$ cat config.mk
export PLATFORM = sky130hd
export DESIGN_NAME = lmd_ctrl
export DESIGN_NICKNAME = d
export VERILOG_FILES = /design/src/pkg/lmd_pkg.sv /design/src/pkg/lmd_mem_if.sv /design/src/core/lmd_ctrl.sv /design/src/core/lmd_duty_mem.sv
export VERILOG_INCLUDE_DIRS = /design/src /design/src/pkg
export SDC_FILE = /design/constraint.sdc
export NUM_CORES = 2
export LEC_CHECK = 0
export BUFFER_PORTS_ARGS = -buffer_cell sky130_fd_sc_hd__buf_4
export CORE_MARGIN = 4
export CORE_UTILIZATION = 45
export DETAILED_ROUTE_END_ITERATION = 8
export GPL_TIMING_DRIVEN = 0
export SYNTH_ARGS = -nofsm -noshare
export SYNTH_HDL_FRONTEND = slang
export SYNTH_SLANG_ARGS = --single-unit
$ cat constraint.sdc
create_clock -name clk_i -period 13.4 [get_ports clk_i]
set_input_delay 0.67 -clock clk_i [delete_from_list [all_inputs] [get_ports clk_i]]
set_output_delay 0.67 -clock clk_i [all_outputs]
set_load 0.02 [all_outputs]
$ cat src/pkg/lmd_cfg.svh
// register offsets, field positions, reset values and timing counts
// assumes inclusion by bare name from design files
`ifndef LMD_CFG_SVH
`define LMD_CFG_SVH
`define LMD_OFS_CONFIG 8'hA0
`define LMD_OFS_GCL 8'hA1
`define LMD_OFS_PULL 8'hA4
`define LMD_OFS_FTEN 8'hB0
`define LMD_OFS_FTRES 8'hB1
`define LMD_RST_CONFIG 8'h00
`define LMD_RST_GCL 8'h00
`define LMD_RST_PULL 8'hA2
`define LMD_RST_FTEN 8'h00
`define LMD_CFG_SSD_BIT 0
`define LMD_PULL_DGEN_BIT 3
`define LMD_FTEN_TRIG_HI 6
`define LMD_FTEN_TRIG_LO 5
`define LMD_FTEN_CSEL_BIT 4
`define LMD_FTEN_ROW_HI 3
`define LMD_FTEN_ROW_LO 0
`define LMD_TRIG_OFF 2'h0
`define LMD_TRIG_SHORT 2'h2
`define LMD_NUM_ROWS 9
`define LMD_NUM_COLS 16
`define LMD_DUTY_STEPS 256
`define LMD_SLOT_CYCLES 16'h0100
`define LMD_RESULT_SCANS 2
`endif

$ cat src/pkg/lmd_pkg.sv
// types shared by the led matrix control design
// assumes lmd_cfg.svh supplies the numbers
package lmd_pkg;
  typedef enum {
    LMD_TEST_IDLE,
    LMD_TEST_RUN
  } lmd_test_state_t;
  typedef enum logic [1:0] {
    LMD_KIND_NONE,
    LMD_KIND_OPEN,
    LMD_KIND_SHORT
  } lmd_kind_t;
endpackage

$ cat src/pkg/lmd_mem_if.sv
// write/read port bundle between the control top and the duty memory
// assumes a single clock shared by both ends
`timescale 1ns/1ps
interface lmd_mem_if #(
  parameter int AW = 8
);
  logic we;
  logic [AW-1:0] waddr;
  logic [7:0] wdata;
  logic [AW-1:0] raddr;
  logic [7:0] rdata;
  modport ctrl (output we, output waddr, output wdata, output raddr, input rdata);
  modport mem (input we, input waddr, input wdata, input raddr, output rdata);
endinterface

$ cat src/core/lmd_ctrl.sv
// led matrix control: pwm scan, fault detect, de-ghost gating, shutdown
// assumes register port is synchronous; duty memory at offsets 0x00..0x8F
// Contract
// - only pwm mode: each led modulated over 256 duty steps
// - duty code is a step index; 0000 0100 is fourth step
// - group select bit and row field choose eight leds for test
// - trigger 00 to 01 starts open test, 00 to 10 short test
// - results valid within two scan cycles; host waits that long
// - results not refreshed while trigger merely held set
// - one test per trigger; host clears then sets to retest
// - pull-down on each of nine rows, pull-up on sixteen columns
// - pull resistor connects only while its output is off
// - all registers kept through both shutdowns
// - soft shutdown bit 0 blanks matrix, registers stay accessible
// - shutdown pin low blanks matrix, registers stay accessible
// - shutdown pin high resumes driving the matrix
// - trigger decode: 00 off, 01 or 11 open, 10 short
// - row field codes 0001..1001 select rows one to nine
// - group 0: cols 16..14,7..3; group 1: cols 13..8,2..1
// - eight results of the group in a read-only register
`timescale 1ns/1ps
`include "lmd_cfg.svh"
module lmd_ctrl #(
  parameter int ROWS = `LMD_NUM_ROWS,
  parameter int COLS = `LMD_NUM_COLS,
  parameter logic [15:0] SLOT_CYCLES = `LMD_SLOT_CYCLES
) (
  input wire logic clk_i,
  input wire logic arst_n_i,
  input wire logic shutdown_pin_n_i,
  input wire logic reg_wr_i,
  input wire logic reg_rd_i,
  input wire logic [7:0] reg_addr_i,
  input wire logic [7:0] reg_wdata_i,
  output logic [7:0] reg_rdata_o,
  output logic reg_rvalid_o,
  input wire logic [COLS-1:0] col_open_sense_i,
  input wire logic [COLS-1:0] col_short_sense_i,
  output logic [ROWS-1:0] row_source_on_o,
  output logic [COLS-1:0] column_sink_on_o,
  output logic [ROWS-1:0] row_source_pull_en_o,
  output logic [COLS-1:0] column_sink_pull_en_o,
  output logic [7:0] global_current_level_o,
  output logic [7:0] pull_voltage_select_o
);
  // ==========================================================
  // reset release
  logic rst_s1_ff, rst_n;
  always_ff @(posedge clk_i or negedge arst_n_i) begin
    if (!arst_n_i) begin
      rst_s1_ff <= 1'b0;
      rst_n <= 1'b0;
    end else begin
      rst_s1_ff <= 1'b1;
      rst_n <= rst_s1_ff;
    end
  end

  // ==========================================================
  // helpers
  // maps row code 0001..1001 to row index, other codes give none
  function automatic logic [3:0] row_index(input logic [3:0] code);
    row_index = (code >= 4'h1 && code <= 4'h9) ? code - 4'h1 : 4'hF;
  endfunction
  // row that follows r in the scan order
  function automatic logic [3:0] next_row(input logic [3:0] r);
    next_row = (r == 4'(ROWS - 1)) ? 4'h0 : r + 4'h1;
  endfunction
  // column (0-based) tested by bit b of the result for a given group
  function automatic logic [3:0] group_col(input logic grp, input logic [2:0] b);
    logic [3:0] c;
    c = 4'h0;
    if (!grp) begin
      c = (b >= 3'h5) ? 4'(4'hF - (3'h7 - b)) : 4'(4'h6 - (3'h4 - b));
    end else begin
      c = (b >= 3'h2) ? 4'(4'hC - (3'h7 - b)) : 4'(4'h1 - (3'h1 - b));
    end
    group_col = c;
  endfunction

  // ==========================================================
  // register file
  logic [7:0] config_ff, nxt_config;
  logic [7:0] gcl_ff, nxt_gcl;
  logic [7:0] pull_ff, nxt_pull;
  logic [7:0] ften_ff, nxt_ften;
  logic [7:0] fres_ff, nxt_fres;
  logic [7:0] rdata_ff, nxt_rdata;
  logic rvalid_ff, nxt_rvalid;
  logic rd_mem_ff, nxt_rd_mem;
  lmd_mem_if #(.AW(8)) mem_bus ();
  logic mem_we;
  assign mem_we = reg_wr_i && (int'(reg_addr_i) < ROWS * COLS);
  always_comb begin
    nxt_config = config_ff;
    nxt_gcl = gcl_ff;
    nxt_pull = pull_ff;
    nxt_ften = ften_ff;
    nxt_rd_mem = 1'b0;
    nxt_rvalid = reg_rd_i;
    nxt_rdata = rdata_ff;
    // registers keep contents in any shutdown state
    if (reg_wr_i) begin
      case (reg_addr_i)
        `LMD_OFS_CONFIG: nxt_config = reg_wdata_i;
        `LMD_OFS_GCL: nxt_gcl = reg_wdata_i;
        `LMD_OFS_PULL: nxt_pull = reg_wdata_i;
        `LMD_OFS_FTEN: nxt_ften = {1'b0, reg_wdata_i[6:0]};
        default: nxt_ften = ften_ff;
      endcase
    end
    if (reg_rd_i) begin
      case (reg_addr_i)
        `LMD_OFS_CONFIG: nxt_rdata = config_ff;
        `LMD_OFS_GCL: nxt_rdata = gcl_ff;
        `LMD_OFS_PULL: nxt_rdata = pull_ff;
        `LMD_OFS_FTEN: nxt_rdata = ften_ff;
        `LMD_OFS_FTRES: nxt_rdata = fres_ff;
        default: begin
          nxt_rdata = 8'h00;
          nxt_rd_mem = int'(reg_addr_i) < ROWS * COLS;
        end
      endcase
    end
  end
  always_ff @(posedge clk_i or negedge rst_n) begin
    if (!rst_n) begin
      config_ff <= `LMD_RST_CONFIG;
      gcl_ff <= `LMD_RST_GCL;
      pull_ff <= `LMD_RST_PULL;
      ften_ff <= `LMD_RST_FTEN;
      rdata_ff <= 8'h00;
      rvalid_ff <= 1'b0;
      rd_mem_ff <= 1'b0;
    end else begin
      config_ff <= nxt_config;
      gcl_ff <= nxt_gcl;
      pull_ff <= nxt_pull;
      ften_ff <= nxt_ften;
      rdata_ff <= nxt_rdata;
      rvalid_ff <= nxt_rvalid;
      rd_mem_ff <= nxt_rd_mem;
    end
  end

  // ==========================================================
  // scan timing and pwm
  logic [15:0] slot_cnt_ff, nxt_slot_cnt;
  logic [3:0] row_ff, nxt_row;
  logic [3:0] col_ff, nxt_col;
  logic [7:0] ramp;
  logic slot_last;
  logic scan_end;
  logic active;
  assign active = config_ff[`LMD_CFG_SSD_BIT] && shutdown_pin_n_i;
  assign slot_last = slot_cnt_ff == SLOT_CYCLES - 16'h0001;
  assign scan_end = slot_last && (row_ff == 4'(ROWS - 1));
  // ramp taken from the slot counter so it moves in step with row and duty
  assign ramp = slot_cnt_ff[7:0]; // 256-step ramp inside each slot
  always_comb begin
    nxt_slot_cnt = slot_cnt_ff + 16'h0001;
    nxt_row = row_ff;
    if (slot_last) begin
      nxt_slot_cnt = 16'h0000;
      nxt_row = next_row(row_ff);
    end
    // duty prefetch walks all columns of the row that comes next
    nxt_col = col_ff + 4'h1;
  end
  always_ff @(posedge clk_i or negedge rst_n) begin
    if (!rst_n) begin
      slot_cnt_ff <= 16'h0000;
      row_ff <= 4'h0;
      col_ff <= 4'h0;
    end else begin
      slot_cnt_ff <= nxt_slot_cnt;
      row_ff <= nxt_row;
      col_ff <= nxt_col;
    end
  end
  logic [7:0] fetch_addr;
  assign fetch_addr = 8'(8'(next_row(row_ff)) * 8'(COLS) + 8'(col_ff));
  assign mem_bus.we = mem_we;
  assign mem_bus.waddr = reg_addr_i;
  assign mem_bus.wdata = reg_wdata_i;
  assign mem_bus.raddr = reg_rd_i ? reg_addr_i : fetch_addr;
  lmd_duty_mem #(.AW(8), .DEPTH(ROWS * COLS)) u_mem (
    .clk_i(clk_i),
    .port_if(mem_bus)
  );
  // next row gathered in a shadow set, copied whole when the row changes
  logic [7:0] duty_ff [COLS];
  logic [7:0] shadow_ff [COLS];
  logic [3:0] fetch_col_ff;
  logic fetch_ok_ff;
  always_ff @(posedge clk_i or negedge rst_n) begin
    if (!rst_n) begin
      fetch_col_ff <= 4'h0;
      fetch_ok_ff <= 1'b0;
      for (int i = 0; i < COLS; i++) begin
        duty_ff[i] <= 8'h00;
        shadow_ff[i] <= 8'h00;
      end
    end else begin
      fetch_col_ff <= col_ff;
      fetch_ok_ff <= !reg_rd_i;
      if (fetch_ok_ff) shadow_ff[fetch_col_ff] <= mem_bus.rdata;
      if (slot_last) duty_ff <= shadow_ff;
    end
  end

  // ==========================================================
  // fault detect
  lmd_pkg::lmd_test_state_t tst_ff, nxt_tst;
  lmd_pkg::lmd_kind_t kind_ff, nxt_kind;
  logic [1:0] trig_prev_ff;
  logic [1:0] scans_ff, nxt_scans;
  logic [1:0] trig;
  logic [3:0] sel_row;
  logic [7:0] sample;
  assign trig = ften_ff[`LMD_FTEN_TRIG_HI:`LMD_FTEN_TRIG_LO];
  assign sel_row = row_index(ften_ff[`LMD_FTEN_ROW_HI:`LMD_FTEN_ROW_LO]);
  always_comb begin
    for (int b = 0; b < 8; b++) begin
      sample[b] = (kind_ff == lmd_pkg::LMD_KIND_SHORT)
        ? col_short_sense_i[group_col(ften_ff[`LMD_FTEN_CSEL_BIT], 3'(b))]
        : col_open_sense_i[group_col(ften_ff[`LMD_FTEN_CSEL_BIT], 3'(b))];
    end
  end
  always_comb begin
    nxt_tst = tst_ff;
    nxt_kind = kind_ff;
    nxt_scans = scans_ff;
    nxt_fres = fres_ff;
    case (tst_ff)
      lmd_pkg::LMD_TEST_IDLE: begin
        // only a fresh move away from 00 starts a test; holding does not
        if (trig_prev_ff == `LMD_TRIG_OFF && trig != `LMD_TRIG_OFF) begin
          nxt_tst = lmd_pkg::LMD_TEST_RUN;
          nxt_kind = (trig == `LMD_TRIG_SHORT) ? lmd_pkg::LMD_KIND_SHORT
                                               : lmd_pkg::LMD_KIND_OPEN;
          nxt_scans = 2'h0;
          nxt_fres = 8'h00;
        end
      end
      lmd_pkg::LMD_TEST_RUN: begin
        if (row_ff == sel_row && active && col_ff == 4'h0) begin
          nxt_fres = fres_ff | sample;
        end
        if (scan_end) begin
          nxt_scans = scans_ff + 2'h1;
          if (scans_ff == 2'(`LMD_RESULT_SCANS - 1)) begin
            nxt_tst = lmd_pkg::LMD_TEST_IDLE;
          end
        end
      end
      default: nxt_tst = lmd_pkg::LMD_TEST_IDLE;
    endcase
  end
  always_ff @(posedge clk_i or negedge rst_n) begin
    if (!rst_n) begin
      tst_ff <= lmd_pkg::LMD_TEST_IDLE;
      kind_ff <= lmd_pkg::LMD_KIND_NONE;
      trig_prev_ff <= `LMD_TRIG_OFF;
      scans_ff <= 2'h0;
      fres_ff <= 8'h00;
    end else begin
      tst_ff <= nxt_tst;
      kind_ff <= nxt_kind;
      trig_prev_ff <= trig;
      scans_ff <= nxt_scans;
      fres_ff <= nxt_fres;
    end
  end

  // ==========================================================
  // matrix drive and de-ghost pulls
  logic [ROWS-1:0] nxt_row_on, row_on_ff, row_pull_ff, nxt_row_pull;
  logic [COLS-1:0] nxt_col_on, col_on_ff, col_pull_ff, nxt_col_pull;
  logic dgen;
  assign dgen = pull_ff[`LMD_PULL_DGEN_BIT];
  always_comb begin
    nxt_row_on = '0;
    nxt_col_on = '0;
    if (active) begin
      nxt_row_on[row_ff] = 1'b1;
      for (int c = 0; c < COLS; c++) begin
        // duty code n lights the first n ramp steps
        nxt_col_on[c] = ramp < duty_ff[c];
      end
    end
    // pulls only on lines that are off
    nxt_row_pull = dgen ? ~nxt_row_on : '0;
    nxt_col_pull = dgen ? ~nxt_col_on : '0;
  end
  always_ff @(posedge clk_i or negedge rst_n) begin
    if (!rst_n) begin
      row_on_ff <= '0;
      col_on_ff <= '0;
      row_pull_ff <= '0;
      col_pull_ff <= '0;
    end else begin
      row_on_ff <= nxt_row_on;
      col_on_ff <= nxt_col_on;
      row_pull_ff <= nxt_row_pull;
      col_pull_ff <= nxt_col_pull;
    end
  end

  // ==========================================================
  // outputs
  logic [7:0] rd_out;
  assign rd_out = rd_mem_ff ? mem_bus.rdata : rdata_ff;
  logic [7:0] rd_out_ff;
  logic rvalid_out_ff;
  always_ff @(posedge clk_i or negedge rst_n) begin
    if (!rst_n) begin
      rd_out_ff <= 8'h00;
      rvalid_out_ff <= 1'b0;
    end else begin
      rd_out_ff <= rd_out;
      rvalid_out_ff <= rvalid_ff;
    end
  end
  assign reg_rdata_o = rd_out_ff;
  assign reg_rvalid_o = rvalid_out_ff;
  assign row_source_on_o = row_on_ff;
  assign column_sink_on_o = col_on_ff;
  assign row_source_pull_en_o = row_pull_ff;
  assign column_sink_pull_en_o = col_pull_ff;
  assign global_current_level_o = gcl_ff;
  assign pull_voltage_select_o = pull_ff;
endmodule

$ cat src/core/lmd_duty_mem.sv
// per-led duty memory, registered read data
// assumes one clock; contents are never cleared so they survive shutdown
`timescale 1ns/1ps
module lmd_duty_mem #(
  parameter int AW = 8,
  parameter int DEPTH = 144
) (
  input wire logic clk_i,
  lmd_mem_if.mem port_if
);
  logic [7:0] mem_ff [DEPTH];
  logic [7:0] rdata_ff;
  assign port_if.rdata = rdata_ff;
  always_ff @(posedge clk_i) begin
    if (port_if.we && (int'(port_if.waddr) < DEPTH)) begin
      mem_ff[port_if.waddr] <= port_if.wdata;
    end
    rdata_ff <= (int'(port_if.raddr) < DEPTH) ? mem_ff[port_if.raddr] : 8'h00;
  end
endmodule

After elaboration in Yosys (flattened, before gate mapping)
Memory sizes are Yosys's and may differ from the RTL's. A register that Yosys moved wholly into a read port is not among the register bits.
Index checks and enable logic that the tools add are counted.
W data, S select, Z words.
{"block": "totals", "regBits": 433, "latch_bits": 0, "ram_bits": 1152, "romBits": 0, "in_bits": 53, "output_inout_bits": 75, "wordCells": 220, "mem_count": 1}
{"memory": "u_mem.mem_ff", "words": 144, "word_bits": 8, "rd": 1, "rd_clocked_by_memory_dff": 1, "wr": 1, "line_no": "lmd_duty_mem.sv:11", "source": "logic [7:0] mem_ff [DEPTH];"}
{"block": "op_classes", "add_sub_neg": 6, "multipliers": 0, "div_mod_pow": 0, "n_lt_le_gt_ge": 32, "eq_ne": 16, "shifts": 0, "muxes": 78, "bitwise": 4, "reduce_logical": 26}
{"op": "$bwmux W128", "n": 1}
{"op": "$lt A8 B8 Y1", "n": 16}
{"op": "$mux W32", "n": 3}
{"op": "$bmux W1 S4", "n": 16}
{"op": "$pmux W32 S2", "n": 1}
{"op": "$mux W16", "n": 3}
{"op": "$lt A4 B5 Y1 const B", "n": 9}
{"op": "$eq A8 B8 Y1 const B", "n": 5}
{"op": "$mux W8", "n": 5}
{"op": "$pmux W8 S5", "n": 1}
{"op": "$demux W8 S4", "n": 1}
{"op": "$eq A32 B1 Y1 const B", "n": 1}
{"op": "$logic_not A32 Y1", "n": 1}
{"op": "$mux W1", "n": 29}
{"op": "$mux W9", "n": 2}
{"op": "$add A16 B1 Y16 const B", "n": 1}
{"op": "$eq A16 B8 Y1 const B", "n": 1}
{"op": "$lt A8 B8 Y1 const B", "n": 2}
{"op": "$mux W4", "n": 4}
{"op": "$not A16 Y16", "n": 1}
{"op": "$pmux W8 S2", "n": 1}
{"op": "$mux W2", "n": 7}
{"op": "$logic_and A1 B1 Y1", "n": 10}
{"op": "$reduce_and A2 Y1", "n": 5}
{"op": "25 further kinds", "n": 36}

Depth between registers and ports, before layout
{"block": "logic_depth", "word_depth": 8, "mapped_depth": 13, "mapped_depth_nobuf": 10}

Hierarchy
From an unflattened synthesis, not the netlist that was laid out.
{"block": "hier_totals", "hier_cells": 3884, "area_unflattened_um2": 63892.5}
{"mod": "lmd_duty_mem", "instances": 1, "cells_each": 2342, "area_each_um2": 45598.7, "seq_area_each_um2": 34753.3}
{"mod": "lmd_ctrl", "instances": 1, "cells_each": 1542, "area_each_um2": 18293.8, "seq_area_each_um2": 10063.4}

Least setup slack after synthesis
Ideal clock, no wire load.
{"block": "synth_path", "path_type": "input to register", "from": "in reg_addr_i[5]", "to": "mem u_mem.mem_ff[119][0], enable pin", "setup_ps": 370, "arrival_time_ps": 2456, "required_time_ps": 13030, "path_slack_ps": 10574, "cell_stages": 7, "path_buffers": 2, "cell_sequence": "clkbuf_1 > o31ai_1 > and2_1 > clkbuf_1 > nor3b_1 > nand3_1 > nor2_1"}
{"block": "synth_between", "elab_chain_len": 5}
{"item": "start, declared", "line_no": "lmd_ctrl.sv:33", "source": "input wire logic [7:0] reg_addr_i,"}
{"item": "$lt A8 B8 Y1", "line_no": "lmd_ctrl.sv:93, lmd_duty_mem.sv:15"}
{"item": "$logic_and A1 B1 Y1", "line_no": "lmd_ctrl.sv:93", "source": "assign mem_we = reg_wr_i && (int'(reg_addr_i) < ROWS * COLS);"}
{"item": "$logic_and A1 B1 Y1", "line_no": "lmd_duty_mem.sv:15", "source": "if (port_if.we && (int'(port_if.waddr) < DEPTH)) begin"}
{"item": "$mux W1", "line_no": "lmd_duty_mem.sv:15"}
{"item": "$mux W1 (not written as such)", "line_no": "lmd_duty_mem.sv:16", "source": "mem_ff[port_if.waddr] <= port_if.wdata;"}
{"item": "end, declared", "line_no": "lmd_duty_mem.sv:11"}
Parallel ways exist; a longest one is shown, timed or not.

Worst setup path in the final report
{"block": "layout_path", "from": "reg col_ff[2]", "to": "reg u_mem.rdata_ff[0] (netlist: u_mem.port_if.rdata[0]) (read register of u_mem.mem_ff)"}
{"block": "layout_between", "elab_chain_len": 4}
{"item": "start, declared", "line_no": "lmd_ctrl.sv:150", "source": "logic [3:0] col_ff, nxt_col;"}
{"item": "start signal, assigned", "line_no": "lmd_ctrl.sv:178", "source": "col_ff <= nxt_col;"}
{"item": "$add A8 B4 Y8 *", "line_no": "lmd_ctrl.sv:182", "source": "assign fetch_addr = 8'(8'(next_row(row_ff)) * 8'(COLS) + 8'(col_ff));"}
{"item": "$mux W8 *", "line_no": "lmd_ctrl.sv:186", "source": "assign mem_bus.raddr = reg_rd_i ? reg_addr_i : fetch_addr;"}
{"item": "$lt A8 B8 Y1", "line_no": "lmd_duty_mem.sv:18", "source": "rdata_ff <= (int'(port_if.raddr) < DEPTH) ? mem_ff[port_if.raddr] : 8'h00;"}
{"item": "$logic_not A1 Y1 (no source line)"}
{"item": "end, declared", "line_no": "lmd_duty_mem.sv:12", "source": "logic [7:0] rdata_ff;"}
Every way passes the cells marked *; elsewhere a longest branch is shown, timed or not.
A chain may end at the register's enable or synchronous reset.

==> results_dict.tcl <==
set metrics [dict create \
    grt_antenna_before_repair 6 \
    power_frac_seq_pct 51.0 \
    synth_edf_count 1152 \
    cp.arrival_ps 6290 \
    synth_fp_nets 4342 \
    clockBufferDepth 3 \
    area_growth_pct 14.2 \
    first_global_vias 37800 \
    critical_path.max_fanout 11 \
    ys_top_cells_by_area "edfxtp_1, dfrtp_1, mux4_2" \
    p_leak_nw 25.8 \
    failed_checks "max-capacitance violations, max-slew violations" \
    cts_root_buf "clkbuf_16" \
    initial_core_util_pct 45.4 \
    multi_input_area_sq_mm 0.0170 \
    relSlewSlack_pct -7.86 \
    num_vias 39600 \
    post-route-util_pct 51.8 \
    holdCritPathClass "primary input to flip-flop" \
    clk_pin_slew_worst_paths_ps 60 \
    met3_usage_pct 8.14 \
    wl_per_cell_microns 31.8 \
    yosysWarnings 0 \
    use_met2_pct 42.0 \
    clock_latency_ps 800 \
    clkSinkCount 1562 \
    critPathCaptureType "flip-flop" \
    grt_use_met1_pct 36.2 \
    switching_share_pct 23.4 \
    die_height_microns 383 \
    coreArea_sq_mm 0.140 \
    maxCapViolations 2 \
    cts_resized 0 \
    async_reset_ff_share_pct 25.7 \
    cts_tree "yes" \
    syn_area_sq_mm 0.0633 \
    port_buffers 122 \
    ys_seq_elements 1562 \
    firstDrtPassIters 7 \
    endpoint "u_mem.port_if.rdata[0]$_SDFF_PP0_" \
    final_hold_viol_count 0 \
    min_period_ps 5670 \
    rows 137 \
    first_iter_violations 5653 \
    hpwl_microns 133000 \
    synth_area_per_cell_sq_um 15.2 \
    globalplace.congestion 1.01 \
    h-tree-depth 4 \
    yosysTopAreaCellShare_pct 54.7 \
    drive_gt1_share_pct 17.8 \
    die_w_microns 383 \
    layout.nets 4647 \
    rsz0062_at_grt "no" \
    grt_pass1_wl_microns 287000 \
    ys_types 62 \
    netSwitchingPower_mw 2.46 \
    critPathKind "flip-flop to flip-flop" \
    wirelength_microns 206000 \
    ant_nets 0 \
    critPathRequiredTime_ps 14020 \
    hold_buffers 1 \
    ys_seq_area_share_pct 70.8 \
    rr_startpoint "col_ff[2]$_DFF_PN0_" \
    busiest_layer "met2" \
    skew_ps 36.1 \
    drc 0 \
    power_frac_comb_pct 6.7 \
    grt_use_total_pct 27.8 \
    slew_violations 20 \
    cts_setup_buffers 0 \
    final.setup.tns_ps 0 \
    r2r-end "u_mem.port_if.rdata[0]$_SDFF_PP0_" \
    grt.overflow.total 0 \
    power.internal_mw 8.06 \
    tightest_slew_ps 1570 \
    synthCells 4167 \
    fill_cells 11700 \
    ys.flop_type "edfxtp_1" \
    worst_r2r_path_depth 8 \
    seq_area_sq_mm 0.0448 \
    peakVddDrop_uv 130 \
    setup_viol 0 \
    crit_start "col_ff[2]$_DFF_PN0_" \
    pwr-share-clk_pct 42.3 \
    fmax_mhz 176 \
    period_share_pct 42.3 \
    grt_max_degree 109 \
    dieArea_sq_mm 0.147 \
    synth_largest_area_cell "edfxtp_1" \
    setup.worst_path.start_class "flip-flop" \
    status "finished, violations left" \
    powerDensity_mw_per_mm2 146 \
    r2r_slack_ps 7730 \
    vias_per_cell 6.10 \
    cts_buffers 161 \
    pin_count 128 \
]
## state kept, by name, indices dropped and copies added, names as in the netlist, 9 cells and up
name	cells
row_source_pull_en_o	9
u_mem.mem_ff	1152
row_source_on_o	9
column_sink_on_o	16
shadow_ff	128
duty_ff	128
slot_cnt_ff	16
column_sink_pull_en_o	16
## cells in the final DEF (no fill, tap or decap), types with 33 or more instances in the layout
cell       count
dfrtp_1      398
mux4_2       172
a31oi_1       43
buf_2         49
mux2i_1       76
o21ai_0      165
a21o_1        64
nand3_1      166
nand2_1      613
edfxtp_1    1152
a21oi_1       58
nor2b_1       33
mux2_2       188
buf_4        128
a32oi_1       42
clkbuf_1     150
nor2_1       221
or3_1         33
clkbuf_16    165
inv_1        124
ha_1         122
## through the flow
stage          area [sq um]  hold slack (ps)  total power [mW]  std cells  setup WS [ps]
2_1_floorplan         63300              331              5.78       4167           1370
3_3_place_gp          66500              336              6.12       6165          -3690
3_5_place_dp          67000              340              6.15       6183           7940
4_1_cts               72200              101              10.5       6480           8280
5_1_grt               72200              113              10.8       6481           8140
6_report              72200              158              10.5       6486           7730
## worst min-delay path by stage
| stage | startpoint | to | depth (start not counted) |
|---|---|---|---|
| after floorplan | rvalid_ff$_DFF_PN0_ | reg_rvalid_o$_DFF_PN0_ | 0 |
| after global placement | rvalid_ff$_DFF_PN0_ | reg_rvalid_o$_DFF_PN0_ | 0 |
| after detailed placement | rst_s1_ff$_DFF_PN0_ | rst_n$_DFF_PN0_ | 0 |
| after CTS | reg_rd_i | rvalid_ff$_DFF_PN0_ | 1 |
| after global routing | reg_rd_i | rvalid_ff$_DFF_PN0_ | 1 |
| final | reg_rd_i | rvalid_ff$_DFF_PN0_ | 1 |
## cells in the mapped netlist (all sizes together), types with 10 or more instances
master / instances
a311oi: 15
nor2: 221
a221oi: 13
a22oi: 15
o221ai: 18
dfrtp: 399
mux2: 189
buf: 109
nor2b: 33
clkbuf: 110
xor2: 10
a21o: 64
nand2: 613
a31oi: 43
a32oi: 42
or3: 33
o211a: 16
ha: 122
nand4: 16
inv: 124
xnor2: 12
nand3: 166
and3: 14
edfxtp: 1152
nand2b: 21
o22ai: 22
a21oi: 58
mux2i: 77
and2: 11
o21ai: 171
a32o: 11
mux4: 172
## logic make-up after synthesis
| group | after synthesis | share of synthesized area [%] |
|---|---|---|
| simple gates | 1149 | 7.75 |
| mux | 438 | 10.7 |
| fa+ha+maj | 122 | 2.41 |
| other cells | 1 | 0.00593 |
| xor+xnor | 22 | 0.304 |
| compound gates | 530 | 5.61 |
| buf+inv | 343 | 2.38 |
| flops | 1562 | 70.8 |
## power groups by stage
stage	registers (mW)	clock network [mW]	logic (mW)
6_report	5.36	4.44	0.707
3_5_place_dp	5.46	0	0.686
5_1_grt	5.37	4.68	0.722
2_1_floorplan	5.47	0	0.314
4_1_cts	5.36	4.47	0.688
3_3_place_gp	5.48	0	0.640
## routing by layer
metal / vias to the layer above / wire length [microns]
li1: 16300 / -
met1: 20100 / 77200
met2: 2527 / 91600
met3: 656 / 23300
met4: 4 / 14100
met5: - / 30
## critical path, stage by stage, from the launching register on
cell and delay (ps):
dfrtp_1 350, clkbuf_1 390, mux2_2 470, buf_1 880, clkbuf_1 1190, mux2i_1 330, o21ai_0 870, a221oi_1 430
o31ai_1 550
## layout make-up
type	count	area share (%)
multi-input combinational	2262	23.5
sequential	1562	62.0
inverter	124	0.644
tap	1876	3.25
antenna	5	0.0173
buffer	219	1.45
clock inverter	71	0.902
timing repair buffer	142	1.93
clock buffer	225	6.26
No activity file was read; power rests on OpenSTA's default activity.
